File: src/rtl/seq_pkg.sv
/*
 * Constants and types for the indexed and inherent bus cycle sequencer.
 * Assumes a single 10 MHz clock and one bus transfer per machine cycle.
 */
package seq_pkg;
   localparam logic [15:0] ADDR_DUMMY = 16'hFFFF;
   localparam logic [15:0] ADDR_RESET = 16'hFFFF;
   localparam logic [15:0] ONE16 = 16'h0001;
   localparam logic [15:0] TWO16 = 16'h0002;
   localparam logic [3:0] CYC_NONE = 4'h0;
   localparam logic [3:0] CYC_FIRST = 4'h1;
   localparam logic [3:0] CYC_OFFSET_VALID = 4'h3;
   localparam logic [3:0] LEN_TWO = 4'h2;
   localparam logic [3:0] LEN_THREE = 4'h3;
   localparam logic [3:0] LEN_FOUR = 4'h4;
   localparam logic [3:0] LEN_FIVE = 4'h5;
   localparam logic [3:0] LEN_SIX = 4'h6;
   localparam logic RW_READ = 1'b1;
   localparam logic RW_WRITE = 1'b0;

   typedef enum logic [3:0] {
      CL_JUMP_IX = 4'h0,
      CL_ALU_IX = 4'h1,
      CL_STORE_ACC_IX = 4'h2,
      CL_LOAD16_IX = 4'h3,
      CL_STORE16_IX = 4'h4,
      CL_RMW_IX = 4'h5,
      CL_TEST_IX = 4'h6,
      CL_DOUBLE_RD_IX = 4'h7,
      CL_CALL_IX = 4'h8,
      CL_INH_REG = 4'h9,
      CL_INH_IDLE3 = 4'hA,
      CL_INH_STACK3 = 4'hB,
      CL_PUSH_ACC = 4'hC,
      CL_POP_ACC = 4'hD,
      CL_PUSH_XREG = 4'hE,
      CL_POP_XREG = 4'hF
   } class_t;

   typedef enum logic [3:0] {
      DK_NONE = 4'h0,
      DK_OPCODE = 4'h1,
      DK_OFFSET = 4'h2,
      DK_DUMMY = 4'h3,
      DK_OPERAND_RD = 4'h4,
      DK_OPERAND_WR = 4'h5,
      DK_HIGH_RD = 4'h6,
      DK_LOW_RD = 4'h7,
      DK_HIGH_WR = 4'h8,
      DK_LOW_WR = 4'h9,
      DK_NEXT_OPCODE = 4'hA,
      DK_IRRELEVANT = 4'hB,
      DK_SUB_OPCODE = 4'hC
   } kind_t;

   typedef enum logic [0:0] {
      ST_IDLE = 1'b0,
      ST_RUN = 1'b1
   } state_t;
endpackage

File: src/rtl/bus_sequencer.sv
/*
 * Bus cycle sequencer for indexed and inherent mode instructions.
 * Assumes the core presents a class code with a start pulse, and the
 * offset byte (read in cycle 2) on OFFSET during cycle 3.
 */
// How it works
// - indexed: offset at opcode+1, dummy FFFF
// - alu/store 4 cycles, 16-bit 5 cycles
// - indexed read-modify-write takes six cycles
// - test memory: dummy FFFF replaces write
// - compare/double ops: high, low, dummy
// - indexed call: fetch, push return bytes
// - register inherent ops take two reads
// - index/shift ops: three cycles, dummy FFFF
// - stack adjust: dummy read at old pointer
// - push accumulator writes at stack pointer
// - pop accumulator: dummy, then read pointer+1
// - push index: low at sp, high sp-1
// - pop index: dummy, reads sp+1, sp+2
// - cycle one always reads the opcode
`timescale 1ns/1ps
`default_nettype none

module bus_sequencer
   import seq_pkg::*;
(
   input wire logic CLK,
   input wire logic RST,
   input wire logic START,
   input wire logic [3:0] INSTR_CLASS,
   input wire logic [15:0] OPCODE_ADDR,
   input wire logic [15:0] XREG,
   input wire logic [15:0] SP,
   input wire logic [7:0] OFFSET,
   output logic [15:0] ADDR,
   output logic RW,
   output logic [3:0] DATA_KIND,
   output logic [3:0] CYCLE,
   output logic BUSY,
   output logic LAST
);

   // ***************************************************
   // cycle count and bus cycle decode
   // ***************************************************
   // bus cycles per instruction class
   function automatic logic [3:0] cycle_count(input class_t c);
      case (c)
         CL_JUMP_IX: cycle_count = LEN_THREE;
         CL_ALU_IX, CL_STORE_ACC_IX: cycle_count = LEN_FOUR;
         CL_LOAD16_IX, CL_STORE16_IX: cycle_count = LEN_FIVE;
         CL_RMW_IX, CL_TEST_IX: cycle_count = LEN_SIX;
         CL_DOUBLE_RD_IX, CL_CALL_IX: cycle_count = LEN_SIX;
         CL_INH_REG: cycle_count = LEN_TWO;
         CL_INH_IDLE3, CL_INH_STACK3: cycle_count = LEN_THREE;
         CL_PUSH_ACC: cycle_count = LEN_THREE;
         CL_POP_ACC, CL_PUSH_XREG: cycle_count = LEN_FOUR;
         CL_POP_XREG: cycle_count = LEN_FIVE;
         default: cycle_count = LEN_TWO;
      endcase
   endfunction

   // returns {address, read/write, data kind}
   function automatic logic [20:0] bus_cycle(
      input class_t c,
      input logic [3:0] n,
      input logic [15:0] opa,
      input logic [15:0] x,
      input logic [7:0] off,
      input logic [15:0] sp
   );
      logic [15:0] ea;
      logic indexed;
      // unsigned offset, sum wraps at 16 bits
      ea = x + {8'h00, off};
      // classes up to the call are indexed
      indexed = (c <= CL_CALL_IX);
      bus_cycle = {ADDR_DUMMY, RW_READ, DK_DUMMY};
      if (n == CYC_FIRST)
      begin
         bus_cycle = {opa, RW_READ, DK_OPCODE};
      end
      else if (n == 4'h2)
      begin
         if (indexed)
         begin
            bus_cycle = {opa + ONE16, RW_READ, DK_OFFSET};
         end
         else if (c == CL_INH_REG || c == CL_INH_STACK3 ||
                  c == CL_PUSH_ACC || c == CL_POP_ACC)
         begin
            bus_cycle = {opa + ONE16, RW_READ, DK_NEXT_OPCODE};
         end
         else
         begin
            bus_cycle = {opa + ONE16, RW_READ, DK_IRRELEVANT};
         end
      end
      else if (n == 4'h3)
      begin
         case (c)
            CL_INH_STACK3, CL_POP_ACC, CL_POP_XREG:
               bus_cycle = {sp, RW_READ, DK_IRRELEVANT};
            CL_PUSH_ACC:
               bus_cycle = {sp, RW_WRITE, DK_OPERAND_WR};
            CL_PUSH_XREG:
               bus_cycle = {sp, RW_WRITE, DK_LOW_WR};
            default:
               bus_cycle = {ADDR_DUMMY, RW_READ, DK_DUMMY};
         endcase
      end
      else if (n == 4'h4)
      begin
         case (c)
            CL_ALU_IX, CL_RMW_IX, CL_TEST_IX:
               bus_cycle = {ea, RW_READ, DK_OPERAND_RD};
            CL_STORE_ACC_IX:
               bus_cycle = {ea, RW_WRITE, DK_OPERAND_WR};
            CL_LOAD16_IX, CL_DOUBLE_RD_IX:
               bus_cycle = {ea, RW_READ, DK_HIGH_RD};
            CL_STORE16_IX:
               bus_cycle = {ea, RW_WRITE, DK_HIGH_WR};
            CL_CALL_IX:
               bus_cycle = {ea, RW_READ, DK_SUB_OPCODE};
            CL_POP_ACC:
               bus_cycle = {sp + ONE16, RW_READ, DK_OPERAND_RD};
            CL_PUSH_XREG:
               bus_cycle = {sp - ONE16, RW_WRITE, DK_HIGH_WR};
            CL_POP_XREG:
               bus_cycle = {sp + ONE16, RW_READ, DK_LOW_RD};
            default:
               bus_cycle = {ADDR_DUMMY, RW_READ, DK_DUMMY};
         endcase
      end
      else if (n == 4'h5)
      begin
         case (c)
            CL_LOAD16_IX, CL_DOUBLE_RD_IX:
               bus_cycle = {ea + ONE16, RW_READ, DK_LOW_RD};
            CL_STORE16_IX:
               bus_cycle = {ea + ONE16, RW_WRITE, DK_LOW_WR};
            CL_CALL_IX:
               bus_cycle = {sp, RW_WRITE, DK_LOW_WR};
            CL_POP_XREG:
               bus_cycle = {sp + TWO16, RW_READ, DK_HIGH_RD};
            default:
               bus_cycle = {ADDR_DUMMY, RW_READ, DK_DUMMY};
         endcase
      end
      else if (n == 4'h6)
      begin
         case (c)
            CL_RMW_IX:
               bus_cycle = {ea, RW_WRITE, DK_OPERAND_WR};
            CL_CALL_IX:
               bus_cycle = {sp - ONE16, RW_WRITE, DK_HIGH_WR};
            default:
               bus_cycle = {ADDR_DUMMY, RW_READ, DK_DUMMY};
         endcase
      end
   endfunction

   // ***************************************************
   // state
   // ***************************************************
   state_t state_reg, state_next;
   class_t class_reg, class_next;
   logic [3:0] cyc_reg, cyc_next;
   logic [15:0] opa_reg, opa_next;
   logic [15:0] x_reg, x_next;
   logic [15:0] sp_reg, sp_next;
   logic [7:0] off_reg, off_next;
   logic [15:0] addr_reg, addr_next;
   logic rw_reg, rw_next;
   logic [3:0] kind_reg, kind_next;
   logic busy_reg, busy_next;
   logic last_reg, last_next;
   logic [20:0] info;
   logic accept;

   always_comb
   begin
      state_next = state_reg;
      class_next = class_reg;
      cyc_next = cyc_reg;
      opa_next = opa_reg;
      x_next = x_reg;
      sp_next = sp_reg;
      off_next = off_reg;
      // a new instruction may follow directly in the last cycle
      accept = START && (state_reg == ST_IDLE || last_reg);
      // offset byte from the core is valid during cycle 3
      if (state_reg == ST_RUN && cyc_reg == CYC_OFFSET_VALID)
      begin
         off_next = OFFSET;
      end
      if (accept)
      begin
         state_next = ST_RUN;
         class_next = class_t'(INSTR_CLASS);
         cyc_next = CYC_FIRST;
         opa_next = OPCODE_ADDR;
         x_next = XREG;
         sp_next = SP;
      end
      else if (state_reg == ST_RUN)
      begin
         if (last_reg)
         begin
            state_next = ST_IDLE;
            cyc_next = CYC_NONE;
         end
         else
         begin
            cyc_next = cyc_reg + 4'h1;
         end
      end
   end

   always_ff @(posedge CLK)
   begin
      if (RST)
      begin
         state_reg <= ST_IDLE;
         class_reg <= CL_INH_REG;
         cyc_reg <= CYC_NONE;
         opa_reg <= ADDR_RESET;
         x_reg <= ADDR_RESET;
         sp_reg <= ADDR_RESET;
         off_reg <= 8'h00;
      end
      else
      begin
         state_reg <= state_next;
         class_reg <= class_next;
         cyc_reg <= cyc_next;
         opa_reg <= opa_next;
         x_reg <= x_next;
         sp_reg <= sp_next;
         off_reg <= off_next;
      end
   end

   // ***************************************************
   // registered bus outputs
   // ***************************************************
   // decoded from the next state so every pin is a flop
   always_comb
   begin
      info = bus_cycle(class_next, cyc_next, opa_next, x_next, off_next,
                       sp_next);
      if (state_next == ST_RUN)
      begin
         addr_next = info[20:5];
         rw_next = info[4];
         kind_next = info[3:0];
         busy_next = 1'b1;
         last_next = (cyc_next == cycle_count(class_next));
      end
      else
      begin
         // idle bus parks on a harmless read of FFFF
         addr_next = ADDR_RESET;
         rw_next = RW_READ;
         kind_next = DK_NONE;
         busy_next = 1'b0;
         last_next = 1'b0;
      end
   end

   always_ff @(posedge CLK)
   begin
      if (RST)
      begin
         addr_reg <= ADDR_RESET;
         rw_reg <= RW_READ;
         kind_reg <= DK_NONE;
         busy_reg <= 1'b0;
         last_reg <= 1'b0;
      end
      else
      begin
         addr_reg <= addr_next;
         rw_reg <= rw_next;
         kind_reg <= kind_next;
         busy_reg <= busy_next;
         last_reg <= last_next;
      end
   end

   assign ADDR = addr_reg;
   assign RW = rw_reg;
   assign DATA_KIND = kind_reg;
   assign CYCLE = cyc_reg;
   assign BUSY = busy_reg;
   assign LAST = last_reg;

endmodule

`default_nettype wire

File: config.mk
export PLATFORM = sky130hd
export DESIGN_NAME = bus_sequencer
export DESIGN_NICKNAME = d
export VERILOG_FILES = /design/src/rtl/seq_pkg.sv /design/src/rtl/bus_sequencer.sv
export SDC_FILE = /design/constraint.sdc
export NUM_CORES = 1
export LEC_CHECK = 0
export BUFFER_PORTS_ARGS = -buffer_cell sky130_fd_sc_hd__buf_4
export CORE_ASPECT_RATIO = 0.5
export CORE_MARGIN = 3
export CORE_UTILIZATION = 50
export DETAILED_ROUTE_END_ITERATION = 6
export HOLD_SLACK_MARGIN = 0.06
export PLACE_DENSITY = 0.69
export SLEW_MARGIN = 25
export SYNTH_ARGS = -nofsm -noshare
export SYNTH_HDL_FRONTEND = slang
export SYNTH_SLANG_ARGS = --single-unit
File: constraint.sdc
create_clock -name CLK -period 9.04 [get_ports CLK]
set_clock_uncertainty 0.15 [all_clocks]
set_input_delay 0.904 -clock CLK [delete_from_list [all_inputs] [get_ports CLK]]
set_output_delay 0.904 -clock CLK [all_outputs]
set_load 0.01 [all_outputs]
# [Word level (Yosys, flattened, before mapping)]
# Memory sizes are Yosys's and may differ from the RTL's.
# Cells that the tools add are included.
[word_totals] register_bits=88 rom_bits=48 inputBits=63 out_inout_bits=27 wordCells=82 n_memories=1
[op_classes] addsub=7 n_lt_le_gt_ge=1 n_eq_ne=22 mux=25 bitwise=2 n_reduce_logical=11
[mem_list] memory="(name not given)" words=16 width=3 read_ports=1 rd_ports_with_merged_regs=0 wr=0 line="bus_sequencer.sv:48" rtl="case (c)"
[ops] operator="21-bit one-hot mux with 8 select lines" n=1
[ops] operator="21-bit two-way mux" n=6
[ops] operator="21-bit one-hot mux with 4 select lines" n=1
[ops] operator="21-bit one-hot mux with 3 select lines" n=1
[ops] operator="16-bit by 1-bit adder with 16-bit output (second input constant)" n=3
[ops] operator="16-bit two-way mux" n=3
[ops] operator="21-bit one-hot mux with 2 select lines" n=1
[ops] operator="4-bit by 3-bit == test with 1-bit output (second input constant)" n=7
[ops] operator="4-bit == test (second input constant)" n=7
[ops] operator="4-bit two-way mux" n=6
[ops] operator="4-bit by 2-bit == test with 1-bit output (second input constant)" n=5
[ops] operator="16-bit by 2-bit adder with 16-bit output (second input constant)" n=1
[ops] operator="16-bit by 8-bit adder with 16-bit output" n=1
[ops] operator="16-bit by 1-bit subtractor with 16-bit output (second input constant)" n=1
[ops] operator="3-bit OR reduction" n=3
[ops] operator="4-bit by 1-bit == test with 1-bit output (second input constant)" n=2
[ops] operator="8-bit two-way mux" n=1
[ops] operator="1-bit two-way mux" n=5
[ops] operator="4-bit by 1-bit adder with 4-bit output (second input constant)" n=1
[ops] operator="4-bit == test" n=1
[ops] operator="4-bit less-or-equal comparator (second input constant)" n=1
[ops] operator="1-bit logical OR" n=4
[ops] operator="2-bit OR reduction" n=2
[ops] operator="1-bit logical AND" n=2
[ops] operator="1-bit NOT" n=2

# [Depth between registers and ports, before layout]
[depth] word_depth=12 ltp_mapped=24 depth_no_buf=17

# [Worst setup path before layout]
# Ideal clock, no wire load.
[synth_timing] kind="input to register" from="input port START" to="register addr_reg[8], in the netlist ADDR[8]" t_arrival_ps=5289 required_time_ps=8811 slack_ps=3522 cell_stages=22 n_path_buf=7 cell_sequence="buf_2 > nand2_1 > buf_2 > buf_4 > buf_2 > buf_2 > buf_2 > buf_2 > nand2_1 > nand2_1 > ha_1 > inv_1 > fa_1 > xnor2_1 > nand2_1 > nor3_1 > nand3_1 > and4bb_4 > xor2_1 > a21oi_1 > or4_1 > a22oi_1"
[synth_via] elab_chain_len=10
[synth_lines] element="start, declared" line="bus_sequencer.sv:29" rtl="input wire logic START,"
[synth_lines] element="1-bit logical AND *" line="bus_sequencer.sv:191" rtl="accept = START && (state_reg == ST_IDLE || last_reg);"
[synth_lines] element="16-bit two-way mux *" line="bus_sequencer.sv:197" rtl="if (accept)"
[synth_lines] element="named net x_next[0]" line="bus_sequencer.sv:170" rtl="logic [15:0] x_reg, x_next;"
[synth_lines] element="16-bit by 8-bit adder with 16-bit output *" line="bus_sequencer.sv:75" rtl="ea = x + {8'h00, off};"
[synth_lines] element="16-bit by 1-bit adder with 16-bit output or 21-bit one-hot mux with 2 select lines (tied branches)" line="bus_sequencer.sv:139, bus_sequencer.sv:141, bus_sequencer.sv:152"
[synth_lines] element="21-bit one-hot mux with 4 select lines or 21-bit two-way mux (tied branches)" line="bus_sequencer.sv:137, bus_sequencer.sv:150"
[synth_lines] element="21-bit two-way mux" line="bus_sequencer.sv:135" rtl="else if (n == 4'h5)"
[synth_lines] element="21-bit two-way mux *" line="bus_sequencer.sv:112" rtl="else if (n == 4'h4)"
[synth_lines] element="21-bit two-way mux *" line="bus_sequencer.sv:99" rtl="else if (n == 4'h3)"
[synth_lines] element="21-bit two-way mux *" line="bus_sequencer.sv:83" rtl="else if (n == 4'h2)"
[synth_lines] element="21-bit two-way mux *" line="bus_sequencer.sv:79" rtl="if (n == CYC_FIRST)"
[synth_lines] element="end signal, assigned" line="bus_sequencer.sv:283" rtl="addr_reg <= addr_next;"
[synth_lines] element="end, declared" line="bus_sequencer.sv:173" rtl="logic [15:0] addr_reg, addr_next;"
# The timed path passes the listed nets; every way through them passes the cells marked *.
# A chain may end at the register's enable or synchronous reset.

# [Final worst setup path]
[layout_timing] from="register state_reg" to="register addr_reg[5], in the netlist ADDR[5]"
[layout_via] elab_chain_len=12
[layout_lines] element="start, declared" line="bus_sequencer.sv:166" rtl="state_t state_reg, state_next;"
[layout_lines] element="start signal, assigned" line="bus_sequencer.sv:234" rtl="state_reg <= state_next;"
[layout_lines] element="1-bit NOT" line="bus_sequencer.sv:191"
[layout_lines] element="1-bit logical OR" line="bus_sequencer.sv:191"
[layout_lines] element="1-bit logical AND" line="bus_sequencer.sv:191"
[layout_lines] element="16-bit two-way mux or 4-bit two-way mux (tied branches)" line="bus_sequencer.sv:197"
[layout_lines] element="16-bit by 8-bit adder with 16-bit output, or another cell as far along" line="bus_sequencer.sv:75"
[layout_lines] element="16-bit by 1-bit adder with 16-bit output, or another cell as far along" line="bus_sequencer.sv:139, bus_sequencer.sv:141"
[layout_lines] element="21-bit one-hot mux with 4 select lines or 21-bit two-way mux (tied branches)" line="bus_sequencer.sv:137, bus_sequencer.sv:150"
[layout_lines] element="21-bit two-way mux" line="bus_sequencer.sv:135"
[layout_lines] element="21-bit two-way mux" line="bus_sequencer.sv:112"
[layout_lines] element="21-bit two-way mux" line="bus_sequencer.sv:99"
[layout_lines] element="21-bit two-way mux" line="bus_sequencer.sv:83"
[layout_lines] element="21-bit two-way mux" line="bus_sequencer.sv:79"
# Parallel ways exist; a longest one is shown, timed or not.

==> impl_results.md <==
- XOR/XNOR Fraction of Synth Area: 8.23%
- Crit-path cells: nor2b_1 > o21ai_1 > a221oi_1 > o21ai_1 > o21ai_0 > nor2b_1 > o21ai_0 > a21oi_1 > a211oi_1 > a221oi_1 > o21ai_0
- Synthesized flop and latch total: 87
- Cell mode on critical path: o21ai_0
- Die X: around 180 um
- Global-route wire length before repair: 43400 um
- Simple-gate share of the synthesized area: 27.0%
- Minimum hold slack: approximately 0.39 ns
- DR WL/cell: 24.0 um
- Final nets: 1087
- Most area-hungry cell type in the Yosys netlist: dfxtp_1
- Seq/Total Area, Yosys: ~24%
- Top cells by area, synth: dfxtp_1, mux2i_1, nand2_1
- Fin crit period: 5.32 ns
- Drt first pass iters: 6
- Largest stage delay on the critical path: a little over 0.8 ns
- Worst path top cell family by delay: compound AO/OA/AOI/OAI gates
- Via Count: 8095
- Outcome: finished, final reports clean
- Largest family of logic cells by synthesized area: simple AND/OR/NAND/NOR gates
- Synth top area share: 24.2%
- FF+latch area: 0.00174 mm2
- Dominant synthesized flop cell: dfxtp_1
- Iteration-0 DRC Markers: 1349
- Grt ovf: 0
- Hold Buf Count CTS: 0
- Dpl hpwl: 21500 um
- Initial Util: 52.2%
- Crit-path max FO: 15
- Hold Crit Class: reg2reg
- Lkg Pwr: 3.41 nW
- Slew HR: approximately a quarter
- Final slew viol count: 0
- Period utilization: approximately 59%
- Largest net degree at the start of global routing: 66
- Placed cell areas: 0.00801 mm2
- WP data arrival: 5.35 ns
- Antenna Nets Post-Route: 0
- Clock Latency Late Sink: 0.35 ns
- Yosys warns: 0
- Mean Syn Cell Area: ~7.6 um2
- Max Cap Viol: 0
- Type of origin of the critical path: register
- Footprint of the multi-input gates: 0.00516 mm2
- Compound-Gate Fraction of Synth Area: 24.9%
- TNS Setup: 0 ns
- Vias in the first global route: roughly 7400
- Reg clk slew, reported paths: 0.06 ns
- Pwr/cell area: around 150 mW/mm2
- CP Capture Type: register
- Setup Crit Path Kind: reg2reg
- Asr flop ratio synth: 0%
- RSZ-0062 raised after global routing: false
- Initial antenna violation count: 0
- CP max stage cell: a221oi_1
- CTS Buf Count: 9
- Total wire length: 28800 um
- I/O Buffers: 89
- Hold Vio Cnt, Final: 0
- Diode count: 0
- Commonest non-fill, non-tap cell in the layout: buf_4
- Die H: 90.9 um
- P&R area growth vs syn: 15.1%
- # rows: 30
- CP bufs+invs: 0
- CTS resizes: 0
- Final core utilization: 60.0%
- H-tree Lvls: 3
- Crit path required time: 9.07 ns
- DR vias/cell: 6.76
- Clk sinks: 87
- CTS tree: built
- Number of flops mapped to enable cells by yosys: 0
- Synth Cell Area: 0.00721 mm2
- # fillers: 1292
- Fin area: 0.00829 mm2
- Worst Tran Pin Value: 1.14 ns
- # setup viols final: 0
- Synth Area in Adders: 3.92%
- Mux contribution to synthesized area: 7.55%
- Clk buf depth: 2
- Fmax: 188 MHz
- Core area: 0.0138 mm2
- Post-Syn Instances: 943
- Layout cells sized above 1: between 15 and 20%
- GPL Wtd Cong: roughly 1.1
- CTS root buf: clkbuf_16
- VDD IR max: 0.138 mV
- IO Count: 90
- Post-Syn Nets: just over 1000
- Yosys cell types: 75
- DRC viols: 0
- Die area: ~0.016 mm2
- Most frequent cells in the layout: buf_4, nand2_1, dfxtp_1
- Gr usage total: a little over a third
- Post-CTS setup buffers: 0
[through the flow]
step	setup WS [ns]	power [mW]	instances
after CTS	3.91	1.24	1198
after global placement	3.83	0.870	1183
final	3.72	1.26	1198
after floorplan	3.52	0.716	943
after global routing	3.54	1.31	1198
after detailed placement	3.68	0.871	1183
[worst register-to-register path, stage by stage (launching register included)]
cell	delay (ns)
dfxtp_1	0.61
nor2b_1	0.66
o21ai_1	0.18
a221oi_1	0.82
o21ai_1	0.33
o21ai_0	0.28
nor2b_1	0.71
o21ai_0	0.33
a21oi_1	0.20
a211oi_1	0.10
a221oi_1	0.55
o21ai_0	0.22
[logic make-up after synthesis]
kind of cell | after synthesis
AOI/OAI and AO/OA | 270
xor gates and xnor gates | 66
adders and majority gates | 22
buffers and inverters | 77
DFF | 87
muxes | 53
and+or+nand+nor | 368
[worst paths after layout]
kind                            slack [ns]  depth (start not counted)                 start                   end
worst max-delay path                  3.72                         11  state_reg$_SDFF_PP0_    ADDR[5]$_SDFF_PP1_
worst min-delay path                  0.39                          2  x_reg[13]$_SDFF_PP1_  x_reg[13]$_SDFF_PP1_
worst max register to register        3.72                         11  state_reg$_SDFF_PP0_    ADDR[5]$_SDFF_PP1_
worst min register to register        0.39                          2  x_reg[13]$_SDFF_PP1_  x_reg[13]$_SDFF_PP1_
[layer usage]
metal | vias up | part of all wire (%) | GRT usage (%)
li1 | 3598 | - | -
met1 | 3848 | 44 | 51.5
met2 | 585 | 39 | 48.5
met3 | 64 | 14 | 11.9
met4 | 0 | 2.1 | 7.97
met5 | - | 0 | 0
[report_power, final]
group,internal (mW),total (mW),switching [mW]
combinational,0.160,0.467,0.307
sequential,0.408,0.421,0.0134
clock,0.212,0.373,0.161
[Yosys cell counts, types with 10 or more instances]
cell      count
nand3_1      35
a211oi_1     15
nand2b_1     45
dfxtp_1      87
nand2_1      89
o22ai_1      10
and2_1       10
nor4_1       12
mux2i_1      44
o21ai_0      57
a31oi_1      16
xor2_1       38
a221oi_1     16
and3_1       12
nor3_1       34
nor2_1       65
nand4_1      13
ha_1         21
a21o_1       14
o221ai_1     15
nor2b_1      10
xnor2_1      26
a21oi_1      64
inv_1        18
clkbuf_1     48
[final cells by class]
type	instances	share of cell area, %
Tap cell	192	2.90
Timing Repair Buffer	107	9.69
Inverter	18	0.815
Clock buffer	11	2.81
Sequential cell	87	21.0
Clock inverter	4	0.573
Multi-Input combinational cell	779	62.2
Note: power is estimated with default switching activity, not from simulation.
